`config.mk`:
```
export PLATFORM = sky130hd
export DESIGN_NAME = sdb_ctrl
export DESIGN_NICKNAME = d
export VERILOG_FILES = /design/src/hw/sdb_ctrl.v
export VERILOG_INCLUDE_DIRS = /design/src /design/src/hw
export SDC_FILE = /design/constraint.sdc
export NUM_CORES = 1
export LEC_CHECK = 0
export ABC_AREA = 1
export CAP_MARGIN = 20
export CORE_ASPECT_RATIO = 1.1
export CORE_MARGIN = 2
export CORE_UTILIZATION = 60
export CTS_BUF_LIST = sky130_fd_sc_hd__clkbuf_8
export CTS_CLUSTER_DIAMETER = 120
export DETAILED_ROUTE_END_ITERATION = 7
export DONT_BUFFER_PORTS = 1
export PLACE_DENSITY = 0.77
export SYNTH_ARGS = -nofsm -noshare
export SYNTH_HDL_FRONTEND = slang
export SYNTH_SLANG_ARGS = --single-unit
```
`constraint.sdc`:
```
create_clock -name CLK_IN -period 3.6 [get_ports CLK_IN]
set_input_delay 0.72 -clock CLK_IN [delete_from_list [all_inputs] [get_ports CLK_IN]]
set_output_delay 0.72 -clock CLK_IN [all_outputs]
set_load 0.02 [all_outputs]
```
`src/hw/sdb_defs.vh`:
```
`ifndef SDB_DEFS_VH
`define SDB_DEFS_VH
// Overview of operation
// - Writing one to mode-set trigger turns the block's next access into mode set.
// - Controller clears the mode-set trigger itself once mode set has completed.
// - Mode-set access may read or write; data bus contents are ignored.
// - Port width field sizes accesses: upper bit one 16-bit, 01 8-bit.
// - With precharge trigger set, next write hitting the block issues precharge-all.
// - Controller clears the precharge trigger itself once precharge-all has finished.
// - Page policy clear: burst within page when wider than port, then precharge.
// - Page policy set: page stays open, same-page accesses assert only column strobe.
// - Each base mask bit one removes its address bit from the hit compare.
// - Write protect set: writes ignored and address exception raised.
// - Protected write goes to chip-select check; miss gives external cycle, no ack faults.
// - Access-type mask bits one keep their access type from hitting the block.
// - Valid bit zero stops any access hitting the block.
// - Hit only when every unmasked base bit equals the bus address bit.

// Register byte offsets
`define SDB_OFS_CTRL0 8'h00
`define SDB_OFS_MASK0 8'h04
`define SDB_OFS_CTRL1 8'h08
`define SDB_OFS_MASK1 8'h0C
`define SDB_OFS_IRQ_STAT 8'h10
`define SDB_OFS_IRQ_MASK 8'h14

// Control register fields
`define SDB_CTRL_BASE_HI 31
`define SDB_CTRL_BASE_LO 18
`define SDB_CTRL_MODE_SET 6
`define SDB_CTRL_PWS_HI 5
`define SDB_CTRL_PWS_LO 4
`define SDB_CTRL_PRECHG 3
`define SDB_CTRL_PAGE 2
// Writable bits: base, refresh enable, latency, mux select, triggers, width, page
`define SDB_CTRL_WMASK 32'hFFFCB77C
`define SDB_CTRL_RESET 32'h00000000

// Mask register fields
`define SDB_MASK_BASE_HI 31
`define SDB_MASK_BASE_LO 18
`define SDB_MASK_WP 8
`define SDB_MASK_TYPE_HI 6
`define SDB_MASK_TYPE_LO 1
`define SDB_MASK_VALID 0
`define SDB_MASK_WMASK 32'hFFFC017F
`define SDB_MASK_RESET 32'h00000000

// Interrupt status bits
`define SDB_IRQ_MRS_DONE 0
`define SDB_IRQ_PRECHARGE_ALL_CMD_DONE 1
`define SDB_IRQ_ADDR_EXC 2
`define SDB_IRQ_ACC_EXC 3
`define SDB_IRQ_RESET 4'h0

// SDRAM commands as {row strobe, column strobe, write enable}, active low
`define SDB_CMD_NOP 3'h7
`define SDB_CMD_ACT 3'h3
`define SDB_CMD_READ 3'h5
`define SDB_CMD_WRITE 3'h4
`define SDB_CMD_PRECHARGE_ALL_CMD 3'h2
`define SDB_CMD_MRS 3'h0

// Cycles an external bus cycle waits for its acknowledge
`define SDB_EXT_TIMEOUT 8'h40
`endif
```
`src/hw/sdb_ctrl.v`:
```
// Implementation choices: register access over Wishbone and the register addresses.
`include "sdb_defs.vh"
module sdb_ctrl #(
	parameter PAGE_LSB = 9,
	parameter PAGE_MSB = 23
) (
	input wire CLK_IN,
	input wire RESET_N_IN,
	input wire WB_CYC_IN,
	input wire WB_STB_IN,
	input wire WB_WE_IN,
	input wire [7:0] WB_ADR_IN,
	input wire [3:0] WB_SEL_IN,
	input wire [31:0] WB_DAT_IN,
	output reg [31:0] WB_DAT_OUT,
	output reg WB_ACK_OUT,
	output wire IRQ_OUT,
	input wire ACC_REQ_IN,
	input wire [31:0] ACC_ADDR_IN,
	input wire ACC_WE_IN,
	input wire [1:0] ACC_SIZE_IN,
	input wire [5:0] ACC_TYPE_IN,
	output wire ACC_READY_OUT,
	output reg ACC_DONE_OUT,
	output reg [1:0] ACC_HIT_OUT,
	input wire CS_HIT_IN,
	input wire EXT_ACK_IN,
	output reg EXT_CYC_OUT,
	output reg ADDR_EXC_OUT,
	output reg ACC_EXC_OUT,
	output reg [1:0] SD_CS_N_OUT,
	output reg SD_ROW_STROBE_N_OUT,
	output reg COLUMN_STROBE_N_OUT,
	output reg SD_WE_N_OUT,
	output reg [31:0] SD_ADDR_OUT,
	output reg SD_DQ_OE_N_OUT
);
	localparam S_IDLE = 3'h0;
	localparam S_ACT = 3'h1;
	localparam S_XFER = 3'h2;
	localparam S_PRE = 3'h3;
	localparam S_CMD = 3'h4;
	localparam S_EXT = 3'h5;
	localparam S_OPEN = 3'h6;
	localparam PW = PAGE_MSB - PAGE_LSB + 1;

	reg [31:0] ctrl_q [0:1];
	reg [31:0] mask_q [0:1];
	reg [3:0] irq_stat_q;
	reg [3:0] irq_mask_q;
	reg [2:0] state_q;
	reg blk_q;
	reg we_q;
	reg [4:0] beats_q;
	reg [31:0] addr_q;
	reg [2:0] addr_step_q;
	reg cmd_mrs_q;
	reg close_then_open_q;
	reg [1:0] open_q;
	reg [PW-1:0] row_q [0:1];
	reg [7:0] ext_cnt_q;
	reg ext_ack_s1_q;
	reg ext_ack_s2_q;
	reg mrs_done_q;
	reg precharge_all_cmd_done_q;
	reg addr_exc_q;
	reg acc_exc_q;

	wire [1:0] hit;
	wire wb_req = WB_CYC_IN & WB_STB_IN & ~WB_ACK_OUT;
	wire wb_wr = wb_req & WB_WE_IN;
	wire wb_rd = wb_req & ~WB_WE_IN;
	wire [31:0] sel_mask = {{8{WB_SEL_IN[3]}}, {8{WB_SEL_IN[2]}},
		{8{WB_SEL_IN[1]}}, {8{WB_SEL_IN[0]}}};
	wire take = ACC_REQ_IN & (state_q == S_IDLE);
	wire hblk = ~hit[0];
	wire [31:0] hctrl = ctrl_q[hblk];
	wire [31:0] hmask = mask_q[hblk];
	wire [31:0] cctrl = ctrl_q[blk_q];
	wire port16 = cctrl[`SDB_CTRL_PWS_HI];
	wire [PW-1:0] acc_row = ACC_ADDR_IN[PAGE_MSB:PAGE_LSB];
	reg [4:0] acc_bytes;
	reg [4:0] acc_beats;

	assign ACC_READY_OUT = (state_q == S_IDLE);
	assign IRQ_OUT = |(irq_stat_q & irq_mask_q);

	genvar g;
	generate
		for (g = 0; g < 2; g = g + 1) begin : g_blk
			wire [13:0] base = ctrl_q[g][`SDB_CTRL_BASE_HI:`SDB_CTRL_BASE_LO];
			wire [13:0] bmask = mask_q[g][`SDB_MASK_BASE_HI:`SDB_MASK_BASE_LO];
			wire amatch = &(~(base ^ ACC_ADDR_IN[31:18]) | bmask);
			wire tblock = |(ACC_TYPE_IN & mask_q[g][`SDB_MASK_TYPE_HI:`SDB_MASK_TYPE_LO]);
			assign hit[g] = mask_q[g][`SDB_MASK_VALID] & amatch & ~tblock;
		end
	endgenerate

	// Transfer size over port width gives the burst length
	always @* begin
		acc_bytes = 5'h01;
		case (ACC_SIZE_IN)
			2'h0: acc_bytes = 5'h01;
			2'h1: acc_bytes = 5'h02;
			2'h2: acc_bytes = 5'h04;
			default: acc_bytes = 5'h10;
		endcase
		if (hctrl[`SDB_CTRL_PWS_HI]) begin
			acc_beats = (acc_bytes > 5'h01) ? {1'b0, acc_bytes[4:1]} : 5'h01;
		end else begin
			acc_beats = acc_bytes;
		end
	end

	// Register bus: answer one cycle after the request, ack held for one cycle only
	always @(posedge CLK_IN or negedge RESET_N_IN) begin
		if (!RESET_N_IN) begin
			WB_ACK_OUT <= 1'b0;
			WB_DAT_OUT <= 32'h00000000;
		end else begin
			WB_ACK_OUT <= wb_req;
			WB_DAT_OUT <= 32'h00000000;
			if (wb_rd) begin
				case (WB_ADR_IN)
					`SDB_OFS_CTRL0: WB_DAT_OUT <= ctrl_q[0];
					`SDB_OFS_MASK0: WB_DAT_OUT <= mask_q[0];
					`SDB_OFS_CTRL1: WB_DAT_OUT <= ctrl_q[1];
					`SDB_OFS_MASK1: WB_DAT_OUT <= mask_q[1];
					`SDB_OFS_IRQ_STAT: WB_DAT_OUT <= {28'h0000000, irq_stat_q};
					`SDB_OFS_IRQ_MASK: WB_DAT_OUT <= {28'h0000000, irq_mask_q};
					default: WB_DAT_OUT <= 32'h00000000;
				endcase
			end
		end
	end

	generate
		for (g = 0; g < 2; g = g + 1) begin : g_regs
			wire [7:0] ofs_c = (g == 0) ? `SDB_OFS_CTRL0 : `SDB_OFS_CTRL1;
			wire [7:0] ofs_m = (g == 0) ? `SDB_OFS_MASK0 : `SDB_OFS_MASK1;
			wire wr_c = wb_wr & (WB_ADR_IN == ofs_c);
			wire wr_m = wb_wr & (WB_ADR_IN == ofs_m);
			wire mine = (blk_q == g);
			wire [31:0] wmask = sel_mask & `SDB_CTRL_WMASK;
			wire [31:0] cnew = (ctrl_q[g] & ~wmask) | (WB_DAT_IN & wmask);
			always @(posedge CLK_IN or negedge RESET_N_IN) begin
				if (!RESET_N_IN) begin
					ctrl_q[g] <= `SDB_CTRL_RESET;
					mask_q[g] <= `SDB_MASK_RESET;
				end else begin
					// A trigger written in the same cycle as its self-clear survives
					ctrl_q[g] <= wr_c ? cnew : ctrl_q[g];
					if (mrs_done_q & mine & ~(wr_c & cnew[`SDB_CTRL_MODE_SET])) begin
						ctrl_q[g][`SDB_CTRL_MODE_SET] <= 1'b0;
					end
					if (precharge_all_cmd_done_q & mine & ~(wr_c & cnew[`SDB_CTRL_PRECHG])) begin
						ctrl_q[g][`SDB_CTRL_PRECHG] <= 1'b0;
					end
					if (wr_m) begin
						mask_q[g] <= (mask_q[g] & ~(sel_mask & `SDB_MASK_WMASK)) |
							(WB_DAT_IN & sel_mask & `SDB_MASK_WMASK);
					end
				end
			end
		end
	endgenerate

	// Sticky status, cleared by reading it; a new event in the read cycle is kept
	always @(posedge CLK_IN or negedge RESET_N_IN) begin
		if (!RESET_N_IN) begin
			irq_stat_q <= `SDB_IRQ_RESET;
			irq_mask_q <= `SDB_IRQ_RESET;
		end else begin
			irq_stat_q <= ((wb_rd && WB_ADR_IN == `SDB_OFS_IRQ_STAT) ? 4'h0 : irq_stat_q) |
				{acc_exc_q, addr_exc_q, precharge_all_cmd_done_q, mrs_done_q};
			if (wb_wr && WB_ADR_IN == `SDB_OFS_IRQ_MASK && WB_SEL_IN[0]) begin
				irq_mask_q <= WB_DAT_IN[3:0];
			end
		end
	end

	// The acknowledge comes from a pin, so it is synchronised first
	always @(posedge CLK_IN or negedge RESET_N_IN) begin
		if (!RESET_N_IN) begin
			ext_ack_s1_q <= 1'b0;
			ext_ack_s2_q <= 1'b0;
		end else begin
			ext_ack_s1_q <= EXT_ACK_IN;
			ext_ack_s2_q <= ext_ack_s1_q;
		end
	end

	always @(posedge CLK_IN or negedge RESET_N_IN) begin
		if (!RESET_N_IN) begin
			state_q <= S_IDLE;
			blk_q <= 1'b0;
			we_q <= 1'b0;
			beats_q <= 5'h00;
			addr_q <= 32'h00000000;
			addr_step_q <= 3'h1;
			cmd_mrs_q <= 1'b0;
			close_then_open_q <= 1'b0;
			open_q <= 2'h0;
			row_q[0] <= {PW{1'b0}};
			row_q[1] <= {PW{1'b0}};
			ext_cnt_q <= 8'h00;
			mrs_done_q <= 1'b0;
			precharge_all_cmd_done_q <= 1'b0;
			addr_exc_q <= 1'b0;
			acc_exc_q <= 1'b0;
			ACC_DONE_OUT <= 1'b0;
			ACC_HIT_OUT <= 2'h0;
			EXT_CYC_OUT <= 1'b0;
			ADDR_EXC_OUT <= 1'b0;
			ACC_EXC_OUT <= 1'b0;
			SD_CS_N_OUT <= 2'h3;
			{SD_ROW_STROBE_N_OUT, COLUMN_STROBE_N_OUT, SD_WE_N_OUT} <= `SDB_CMD_NOP;
			SD_ADDR_OUT <= 32'h00000000;
			SD_DQ_OE_N_OUT <= 1'b1;
		end else begin
			mrs_done_q <= 1'b0;
			precharge_all_cmd_done_q <= 1'b0;
			addr_exc_q <= 1'b0;
			acc_exc_q <= 1'b0;
			ACC_DONE_OUT <= 1'b0;
			ADDR_EXC_OUT <= 1'b0;
			ACC_EXC_OUT <= 1'b0;
			SD_CS_N_OUT <= 2'h3;
			{SD_ROW_STROBE_N_OUT, COLUMN_STROBE_N_OUT, SD_WE_N_OUT} <= `SDB_CMD_NOP;
			SD_DQ_OE_N_OUT <= 1'b1;
			case (state_q)
				S_IDLE: begin
					if (take) begin
						blk_q <= hblk;
						we_q <= ACC_WE_IN;
						addr_q <= ACC_ADDR_IN;
						beats_q <= acc_beats;
						addr_step_q <= hctrl[`SDB_CTRL_PWS_HI] ? 3'h2 : 3'h1;
						ACC_HIT_OUT <= hit;
						if (hit == 2'h0) begin
							ACC_DONE_OUT <= 1'b1;
						end else if (ACC_WE_IN & hmask[`SDB_MASK_WP]) begin
							// Refused write never reaches the SDRAM pins
							ADDR_EXC_OUT <= 1'b1;
							addr_exc_q <= 1'b1;
							if (CS_HIT_IN) begin
								ACC_DONE_OUT <= 1'b1;
							end else begin
								EXT_CYC_OUT <= 1'b1;
								ext_cnt_q <= 8'h00;
								state_q <= S_EXT;
							end
						end else if (hctrl[`SDB_CTRL_MODE_SET]) begin
							cmd_mrs_q <= 1'b1;
							state_q <= S_CMD;
						end else if (hctrl[`SDB_CTRL_PRECHG] & ACC_WE_IN) begin
							cmd_mrs_q <= 1'b0;
							state_q <= S_CMD;
						end else if (open_q[hblk] && hctrl[`SDB_CTRL_PAGE] &&
							row_q[hblk] == acc_row) begin
							state_q <= S_XFER;
						end else if (open_q[hblk]) begin
							close_then_open_q <= 1'b1;
							state_q <= S_PRE;
						end else begin
							state_q <= S_ACT;
						end
					end
				end
				S_CMD: begin
					// Mode value rides on the address; data lanes stay undriven
					SD_CS_N_OUT[blk_q] <= 1'b0;
					SD_ADDR_OUT <= addr_q;
					if (cmd_mrs_q) begin
						{SD_ROW_STROBE_N_OUT, COLUMN_STROBE_N_OUT, SD_WE_N_OUT} <=
							`SDB_CMD_MRS;
						mrs_done_q <= 1'b1;
					end else begin
						{SD_ROW_STROBE_N_OUT, COLUMN_STROBE_N_OUT, SD_WE_N_OUT} <=
							`SDB_CMD_PRECHARGE_ALL_CMD;
						precharge_all_cmd_done_q <= 1'b1;
						open_q[blk_q] <= 1'b0;
					end
					ACC_DONE_OUT <= 1'b1;
					state_q <= S_IDLE;
				end
				S_ACT: begin
					SD_CS_N_OUT[blk_q] <= 1'b0;
					{SD_ROW_STROBE_N_OUT, COLUMN_STROBE_N_OUT, SD_WE_N_OUT} <= `SDB_CMD_ACT;
					SD_ADDR_OUT <= addr_q;
					open_q[blk_q] <= 1'b1;
					row_q[blk_q] <= addr_q[PAGE_MSB:PAGE_LSB];
					state_q <= S_XFER;
				end
				S_XFER: begin
					// One column command per port-wide beat of the transfer
					SD_CS_N_OUT[blk_q] <= 1'b0;
					{SD_ROW_STROBE_N_OUT, COLUMN_STROBE_N_OUT, SD_WE_N_OUT} <=
						we_q ? `SDB_CMD_WRITE : `SDB_CMD_READ;
					SD_ADDR_OUT <= addr_q;
					SD_DQ_OE_N_OUT <= ~we_q;
					addr_q <= addr_q + {29'h00000000, addr_step_q};
					beats_q <= beats_q - 5'h01;
					if (beats_q == 5'h01) begin
						if (cctrl[`SDB_CTRL_PAGE]) begin
							ACC_DONE_OUT <= 1'b1;
							state_q <= S_IDLE;
						end else begin
							close_then_open_q <= 1'b0;
							state_q <= S_PRE;
						end
					end
				end
				S_PRE: begin
					SD_CS_N_OUT[blk_q] <= 1'b0;
					{SD_ROW_STROBE_N_OUT, COLUMN_STROBE_N_OUT, SD_WE_N_OUT} <=
						`SDB_CMD_PRECHARGE_ALL_CMD;
					open_q[blk_q] <= 1'b0;
					if (close_then_open_q) begin
						close_then_open_q <= 1'b0;
						state_q <= S_ACT;
					end else begin
						ACC_DONE_OUT <= 1'b1;
						state_q <= S_IDLE;
					end
				end
				S_EXT: begin
					// Bounded wait: a missing acknowledge must not hang the bus
					ext_cnt_q <= ext_cnt_q + 8'h01;
					if (ext_ack_s2_q) begin
						EXT_CYC_OUT <= 1'b0;
						ACC_DONE_OUT <= 1'b1;
						state_q <= S_IDLE;
					end else if (ext_cnt_q == `SDB_EXT_TIMEOUT - 8'h01) begin
						EXT_CYC_OUT <= 1'b0;
						ACC_EXC_OUT <= 1'b1;
						acc_exc_q <= 1'b1;
						ACC_DONE_OUT <= 1'b1;
						state_q <= S_IDLE;
					end
				end
				default: begin
					state_q <= S_IDLE;
				end
			endcase
		end
	end
endmodule

```
After elaboration in Yosys (flattened, before gate mapping)
Index checks and enable logic that the tools add are counted.

Add/sub/neg operators: 3. Multiply operators: 0. Div/mod/pow operators: 0. Order comparisons: 7. Equality and inequality tests: 29. Shift operators: 0. Multiplexer cells: 102. Bitwise logic cells: 67. Reductions and logical operators: 37.

Operator list (count): AND 32 bit (6); one-hot mux 32 bit (6 select lines) (1); OR 32 bit (4); 2-to-1 mux 32 bit (2); inverter 32 bit (2); one-hot mux 32 bit (2 select lines) (1); 2-to-1 mux 15 bit (4); 2-to-1 mux 1 bit (46); 2-to-1 mux 3 bit (12); 2-to-1 mux 7 bit (5); adder 32 x 3 -> 32 bit (1); 2-to-1 mux 8 bit (4); bitwise mux 30 bit (1); inverter 14 bit (2); OR 14 bit (2); AND reduction 14 bit (2); XOR 14 bit (2); AND 1 bit (27); 2-to-1 mux 9 bit (3); inequality test 2 bit, second input constant (9); equality test 8 x 4 -> 1 bit, second input constant (2); equality test 8 x 5 -> 1 bit, second input constant (2); one-hot mux 8 bit (2 select lines) (1); demux 15 bit (select 1 bit) (1); other kinds (51) (103).

Register bits: 304. Bits in latches: 0. RAM bits: 0. Memory bits (read-only): 0. Bits of input ports: 93. Output and inout port bits: 79. Logic and storage cells: 284. Memories kept: 0.

Longest topological paths before layout
Gate-level depths: netlist (run 1).

Depth in word-level cells: 20. Mapped depth: 23.

Least setup slack after synthesis (run 1)
No wires, ideal clock.

Kind: flip-flop to flip-flop. Start: reg addr_step_q[0]. End: reg addr_q[30]. Arrival time: 2.584 ns. Data required time: 3.470 ns. Path slack: 0.886 ns. Stages on the path, launching flop included: 19. Cell sequence: dfstp_2 ha_1 inv_1 fa_1 or2_4 nor2_4 nand3_2 nor2_1 nand3_1 nor2_1 nand2_2 nor2_4 inv_2 nor3_2 nand3_1 nor2_1 o21ai_1 nand2_1 o21ai_0.

Word-level cells in the longest chain between the ends: 2.

RTL lines: start, declared (line sdb_ctrl.v:56) `reg [2:0] addr_step_q;`; start signal, assigned (line sdb_ctrl.v:238) `` addr_step_q <= hctrl[`SDB_CTRL_PWS_HI] ? 3'h2 : 3'h1; ``; adder 32 x 3 -> 32 bit (line sdb_ctrl.v:302) `addr_q <= addr_q + {29'h00000000, addr_step_q};`; one-hot mux 32 bit (2 select lines) (line sdb_ctrl.v:231) `case (state_q)`; end signal, assigned (line sdb_ctrl.v:302); end, declared (line sdb_ctrl.v:55) `reg [31:0] addr_q;`.

Every way passes these cells. A chain may end at the register's enable or synchronous reset.

Final worst setup path (run 1)
Start: reg addr_step_q[0]. End: reg addr_q[28].

Same word-level chain as after synthesis.

==> results of run 1 <==
power groups by stage:
| stage | sequential (mW) | combinational (mW) | clock [mW] |
|---|---|---|---|
| finish | 3.07 | 0.277 | 2.88 |
| global route | 3.07 | 0.313 | 3.05 |
| CTS | 3.06 | 0.273 | 2.92 |
| detailed placement | 3.12 | 0.270 | 0 |
| global placement | 3.11 | 0.261 | 0 |
| floorplan | 3.11 | 0.203 | 0 |
routing by layer:
metal,vias up,global-route usage (%),wire (µm)
li1,5255,-,-
met1,5196,40.6,14100
met2,435,47.7,15700
met3,87,6.32,2550
met4,0,12.7,1220
met5,-,0,0
through the flow:
stage	total power [mW]	hold slack [ns]
6_report	6.22	-0.137
3_3_place_gp	3.38	0.333
2_1_floorplan	3.31	0.331
5_1_grt	6.43	-0.147
4_1_cts	6.25	-0.152
3_5_place_dp	3.39	0.347
layout by cell type, fill, tap and decap left out, types with 4 or more instances in the layout:
cell type,instances
nand4_1,14
dfstp_2,7
nand2_1,407
nor4_1,10
xnor2_1,6
a31oi_1,5
o21ai_0,197
bufinv_16,4
clkbuf_8,55
clkinv_2,9
a221oi_1,10
nor3_1,24
nand3_1,73
a21oi_1,84
o211ai_1,8
o221ai_1,8
nand3b_1,6
buf_4,20
xor2_1,18
dfrtp_1,257
nor2_1,117
conb_1,5
inv_1,209
nor3_2,9
a211oi_1,7
ha_1,7
o21ai_1,4
o22ai_1,23
cells by family (layout without fill, tap and decap cells):
group | Yosys count | in the layout | share of synthesized area, %
adders and majority gates | 8 | 8 | 0.836
xor gates and xnor gates | 24 | 24 | 1.63
buffers and inverters | 266 | 304 | 8.11
muxes | 3 | 3 | 0.262
other | 1 | 5 | 0.0291
DFF | 264 | 264 | 51.4
AOI/OAI and AO/OA | 362 | 362 | 15.5
and+or+nand+nor | 676 | 676 | 22.2
worst paths after layout:
path / startpoint / to / slack [ns]
setup / recovery: addr_step_q[0] / addr_q[28] / 0.44
hold / removal: RESET_N_IN / SD_ADDR_OUT[27] / -0.14
setup reg to reg: addr_step_q[0] / addr_q[28] / 0.44
hold reg to reg: ext_ack_s1_q / ext_ack_s2_q / 0.36
max in group asynchronous: RESET_N_IN / asynchronous set/reset pin / 3.38
min in group CLK_IN: EXT_ACK_IN / ext_ack_s1_q / 0.19
worst reg2reg max path, cell delays in order (launching register included):
cell	delay, ns
dfstp_2	0.53
ha_1	0.17
inv_1	0.06
fa_1	0.39
or2_4	0.29
nor2_4	0.09
nand3_2	0.08
nor2_1	0.14
nand3_1	0.14
nor2_1	0.16
nand2_2	0.12
nor2_4	0.11
inv_2	0.07
nor3_2	0.20
nand2_1	0.12
xor2_1	0.16
nand2_1	0.07
o221ai_1	0.11
Yosys cell counts, types with 3 or more instances:
master and n:
a41oi_1 3, buf_2 7, nand4_1 14, clkbuf_1 44
nor2_1 117, o22ai_1 23, o21ai_1 4, a21oi_1 84
inv_2 3, o21ai_0 197, o221ai_1 8, inv_1 200
a31oi_1 5, clkinv_1 3, a211oi_1 7, o211ai_1 8
mux2_2 3, xor2_1 18, xnor2_1 6, a221oi_1 10
nand3b_1 6, nand3_1 74, nand2_1 407, nor2_4 3
nor3_1 26, buf_4 8, dfrtp_1 257, nor3_2 7
nor4_1 10, ha_1 7, dfstp_2 7
cell type report:
class                           count  area, µm²
Clock inverter                     23        206
Timing Repair Buffer               20        150
Sequential cell                   264       6620
Fill cell                        1830       7050
Clock buffer                       55        757
Inverter                          206        773
Tap cell                          290        363
Multi-Input combinational cell   1078       5250
==> results by group, run 1 <==
Pwr
  • Clock network fraction of design power: about 46%
  • Leakage: between 6 and 7 nW
  • P_int: between 4 and 5 mW
  • Net switching power: between 1 and 1.5 mW
  • Gate power share: between 4 and 5%
  • Sequential share of power: between 40% and 50%
  • Worst ir drop on vdd: ~0.00032 V
  • Switching share of power: 23.4%
  • PwrDens: 441 nW/µm²

Cells and area
  • Layout cells sized above 1: approximately 7.7%
  • Final Util: about two thirds
  • N_diodes: 0
  • Total Nets Final: about 1,700
  • Final Instance Count excl. Fillers: 1,936
  • Area Growth Syn to Fin: 9.59%
  • Post-layout instance area: around 14,000 µm²

Yosys
  • Seq/Total Area, Yosys: a little over 50%
  • Main flop type after synthesis: dfrtp_1
  • Post-Syn Area per Cell: about 8 µm²
  • Area of the mapped netlist: about 13,000 µm²
  • Synth Register Bits: ~260
  • Synth top area cells: dfrtp_1 50%, nand2_1 12%, o21ai_0 7.7%
  • Share of Yosys cell area claimed by the top area cell type: about half
  • Yosys warns: 0
  • Post-Synthesis Cells: about 1,600
  • Post-synth EDFFs: 0
  • Library cells used by synthesis: a little over 50
  • Share of flip-flops with an asynchronous set or reset: 100%
  • Post-synth top area cell: dfrtp_1

Setup path
  • Worst Path Max Fanout: 5
  • CP Launch Type: register
  • Crit Path Class: register to register
  • Crit path depth: 17
  • Crit-path leading delay family: simple AND/OR/NAND/NOR gates
  • WP data required: around 4.0 ns
  • Worst setup EP type: register
  • Buf+Inv Stages, Crit Path: 2
  • R2R cell count: 17
  • Arrival time worst endpoint: ~3.6 ns
  • CP Cell Sequence: ha_1 > inv_1 > fa_1 > or2_4 > nor2_4 > nand3_2 > nor2_1 > nand3_1 > nor2_1 > nand2_2 > nor2_4 > inv_2 > nor3_2 > nand2_1 > xor2_1 > nand2_1 > o221ai_1
  • Max incr delay on CP: ~0.53 ns
  • Crit-path slowest cell: dfstp_2

CTS
  • Clock-pin slew on the worst setup and hold paths: approximately 0.060 ns
  • Clock Tree Root: clkbuf_8
  • CTS Sinks: between 200 and 300
  • Post-cts resize count: 0
  • Clk_lat worst skew: 0.56 ns
  • Post-CTS setup-driven buffer insertion count: 0
  • CTS H-tree lvls: 2
  • TritonCTS clock tree: yes
  • CTS Buffer Depth: 3
  • Total CTS buffers: between 40 and 50

Worst hold path
  • Hold Crit Class: input port to asynchronous set/reset pin

Timing
  • Fmax: around 0.32 GHz
  • Slew headroom: roughly two fifths
  • Setup Viol. Count Final: 0
  • RSZ-0062 raised after global routing: no
  • Hold WS: -0.137 ns
  • Final Max Tran Viols: 0
  • Worst Tran Pin Value: between 0.9 and 1 ns
  • Setup TNS: 0 ns
  • Worst setup margin: 0.443 ns
  • Final Cycle Share: 87.7%
  • Skew final: ~0.015 ns
  • Final hold violation count: between 200 and 300
  • Post-route minimum period: 3.16 ns

Routing
  • ANT nets after route: 0
  • Routed wire length: 33,600 µm
  • Via/cell ratio: about 5.7
  • Vias: between 10,000 and 15,000
  • First-pass detailed-route iteration total: 6
  • # DRC: 0
  • DRT iter0 DRCs: between 900 and 1,000
  • WL per Instance: about 17 µm

Die
  • Initial cell density of the core: ~61%
  • Die area: approximately 23,000 µm²
  • Die X: approximately 140 µm
  • Chip height: 158 µm
  • IO Count: roughly 170
  • Cell Rows: 56
  • CORE AREA: ~21,000 µm²

Placed design
  • Post-DP Area: about 13,000 µm²
  • RePlAce Congestion: 0.905
  • IO Port Bufs: 0
  • Worst slack at placement: between 0.4 and 0.5 ns
  • Placed cell count: 1,858
  • Hpwl dp: approximately 23,000 µm

Outcome
  • Failing checks: hold timing
  • Status: finished with violations

GRT
  • Initial antenna violation count: 0
  • Total grt overflow: 0
  • First-pass GRT wire length: ~54,000 µm
  • Pin count of the biggest net entering global routing: approximately 270
  • All-Layer GR Usage: a little under a third
  • Vias in the first global route: 10,600

Run
  • Max Cap Viol: 0
(Power assumes the default switching activity.)
==> run 2: changes to the inputs <==
- CORE_UTILIZATION: 60 -> 64
- CTS_BUF_LIST: sky130_fd_sc_hd__clkbuf_8 -> default
- PLACE_DENSITY: 0.77 -> 0.81
==> results by group, run 2 (synthesized netlist as in run 1, its figures left out) <==
Die
  • Die area: 21,300 µm² (was 22,600 µm²)
  • CORE AREA: 19,800 µm² (was 21,200 µm²)
  • Cell Rows: 54 (was 56)
  • Initial cell density of the core: 65.0% (was 60.8%)
  • Die X: 139 µm (was 144 µm)
  • IO Count: 172 (unchanged)
  • Chip height: 153 µm (was 158 µm)

Timing
  • Setup TNS: 0 ns (unchanged)
  • Slew headroom: 37.9% (was 38.4%)
  • Fmax: 0.330 GHz (was 0.317 GHz)
  • Final hold violation count: 236 (was 257)
  • Final Cycle Share: 84.2% (was 87.7%)
  • Final Max Tran Viols: 0 (unchanged)
  • Setup Viol. Count Final: 0 (unchanged)
  • RSZ-0062 raised after global routing: no (unchanged)
  • Worst Tran Pin Value: 0.930 ns (was 0.922 ns)
  • Skew final: 0.0158 ns (was 0.0154 ns)
  • Post-route minimum period: 3.03 ns (was 3.16 ns)
  • Worst setup margin: 0.570 ns (was 0.443 ns)
  • Hold WS: -0.106 ns (was -0.137 ns)

Setup path
  • Buf+Inv Stages, Crit Path: 2 (unchanged)
  • Most frequent CP cell: nor2_1
  • Worst Path Max Fanout: 5 (unchanged)
  • CP Launch Type: register (unchanged)
  • FF-to-FF setup slack: 0.57 ns (was 0.44 ns)
  • Worst setup EP type: register (unchanged)
  • Capture point of the worst path: addr_q[30] (was addr_q[28])
  • Crit-path leading delay family: simple AND/OR/NAND/NOR gates (unchanged)
  • Arrival time worst endpoint: 3.43 ns (was 3.57 ns)
  • FF-to-FF Start: addr_step_q[0] (unchanged)
  • CP Cell Sequence: ha_1 > inv_1 > fa_1 > or2_4 > nor2_4 > nand3_2 > nor2_1 > nand3_1 > nor2_1 > nand2_2 > nor2_4 > inv_2 > nor3_2 > nand3_1 > nor2_1 > o21ai_1 > nand2_1 > o21ai_0 (was ha_1 > inv_1 > fa_1 > or2_4 > nor2_4 > nand3_2 > nor2_1 > nand3_1 > nor2_1 > nand2_2 > nor2_4 > inv_2 > nor3_2 > nand2_1 > xor2_1 > nand2_1 > o221ai_1)
  • Crit Path Class: register to register (unchanged)
  • WP data required: 4.00 ns (was 4.02 ns)
  • R2R cell count: 18 (was 17)
  • Crit path depth: 18 (was 17)
  • Crit path from: addr_step_q[0] (unchanged)
  • Reg-to-Reg End: addr_q[30] (was addr_q[28])
  • Max incr delay on CP: 0.53 ns (about the same)
  • Crit-path slowest cell: dfstp_2 (unchanged)

Routing
  • Vias: 11,100 (was 11,000)
  • ANT nets after route: 0 (unchanged)
  • First-pass detailed-route iteration total: 6 (unchanged)
  • Routed wire length: 33,400 µm (was 33,600 µm)
  • WL per Instance: 17.9 µm (was 17.3 µm)
  • Via/cell ratio: 5.93 (was 5.67)
  • # DRC: 0 (unchanged)
  • DRT iter0 DRCs: 1,231 (was 991)

GRT
  • Total grt overflow: 0 (unchanged)
  • All-Layer GR Usage: 31.3% (was 30.1%)
  • Initial antenna violation count: 0 (unchanged)
  • Pin count of the biggest net entering global routing: 265 (unchanged)
  • First-pass GRT wire length: 54,300 µm (was 53,800 µm)
  • Vias in the first global route: 10,800 (was 10,600)

CTS
  • Post-cts resize count: 0 (unchanged)
  • TritonCTS clock tree: yes (unchanged)
  • Total CTS buffers: 27 (was 43)
  • CTS Buffer Depth: 3 (unchanged)
  • Clock-pin slew on the worst setup and hold paths: 0.06 ns (about the same)
  • Clock Tree Root: clkbuf_16 (was clkbuf_8)
  • CTS Sinks: 264 (unchanged)
  • Post-CTS setup-driven buffer insertion count: 0 (unchanged)
  • CTS H-tree lvls: 1 (was 2)
  • Clk_lat worst skew: 0.53 ns (was 0.56 ns)

Placed design
  • RePlAce Congestion: 0.957 (was 0.905)
  • Post-DP Area: 13,100 µm² (about the same)
  • IO Port Bufs: 0 (unchanged)
  • Hpwl dp: 23,000 µm (was 22,900 µm)
  • Worst slack at placement: 0.486 ns (was 0.447 ns)

Cells and area
  • Total Nets Final: 1,698 (was 1,714)
  • Fillers: 1,553 (was 1,830)
  • Post-layout instance area: 14,000 µm² (was 14,100 µm²)
  • Commonest non-fill, non-tap cell in the layout: nand2_1 (unchanged)
  • FF/Latch Area: 6620 µm² (unchanged)
  • N_diodes: 0 (unchanged)
  • Area of the multi-input gates: 5250 µm² (unchanged)
  • Final Util: 70.8% (was 66.7%)
  • Area Growth Syn to Fin: 8.89% (was 9.59%)
  • Commonest cells after routing, fill and taps aside: 407 x nand2_1, 257 x dfrtp_1, 200 x inv_1, 197 x o21ai_0, 117 x nor2_1 (was 407 x nand2_1, 257 x dfrtp_1, 209 x inv_1, 197 x o21ai_0, 117 x nor2_1)
  • Layout cells sized above 1: 6.06% (was 7.72%)

Outcome
  • Failing checks: hold timing (unchanged)
  • Status: finished with violations (unchanged)

Pwr
  • Worst ir drop on vdd: 0.000445 V (was 0.000320 V)
  • PwrDens: 445 nW/µm² (was 441 nW/µm²)
  • Leakage: 6.53 nW (was 6.62 nW)

Run
  • Max Cap Viol: 0 (unchanged)

Worst hold path
  • Hold Crit Class: input port to asynchronous set/reset pin (unchanged)
==> run 2: cell types whose count changed in the layout (fill, tap and decap cells not counted), sizes merged <==
cell	delta
clkbuf	-15
clkinv	-6
inv	-9
==> run 2: area by class of cell <==
type,count,area share [%]
clock buffer,40,5.52
clock inverter,8,1.04
inverter,206,5.52
multi-input combinational,1078,37.4
sequential,264,47.2
tap,252,2.25
timing repair buffer,20,1.07
==> run 2: metrics by stage <==
step	instances	power, mW
after floorplan	1608	3.31
after global placement	1820	3.37
after detailed placement	1820	3.38
after CTS	1868	6.26
after global routing	1868	6.44
final	1868	6.24
==> run 2: how the worst min path moves through the flow <==
stage | endpoint | from | slack, ns | depth (start not counted)
detailed placement | ext_ack_s2_q | ext_ack_s1_q | 0.33 | 0
floorplan | ext_ack_s2_q | ext_ack_s1_q | 0.33 | 0
finish | SD_ADDR_OUT[23] | RESET_N_IN | -0.11 | 0
global placement | ext_ack_s2_q | ext_ack_s1_q | 0.33 | 0
global route | SD_ADDR_OUT[20] | RESET_N_IN | -0.12 | 0
CTS | SD_ADDR_OUT[23] | RESET_N_IN | -0.12 | 0
==> run 2: routing by layer <==
metal  global-route usage (%)  up-vias  wire length [µm]
li1                         -     5236                 -
met1                     42.8     5230             13500
met2                     51.1      529             15900
met3                     5.44       79              2920
met4                     10.5        0              1080
met5                        0        -                 0
==> run 2: worst reg2reg max path, stage by stage, from the launching register on <==
cell     delay [ns]
dfstp_2        0.53
ha_1           0.16
inv_1          0.05
fa_1           0.37
or2_4          0.28
nor2_4         0.09
nand3_2        0.08
nor2_1         0.13
nand3_1        0.13
nor2_1         0.14
nand2_2        0.11
nor2_4         0.12
inv_2          0.07
nor3_2         0.17
nand3_1        0.14
nor2_1         0.12
o21ai_1        0.07
nand2_1        0.07
o21ai_0        0.07
==> run 2: power by group <==
part	switching (mW)	total [mW]	internal (mW)
Sequential	0.0468	3.06	3.02
Combinational	0.191	0.276	0.0845
Clock	1.13	2.90	1.77
Total	1.37	6.24	4.87
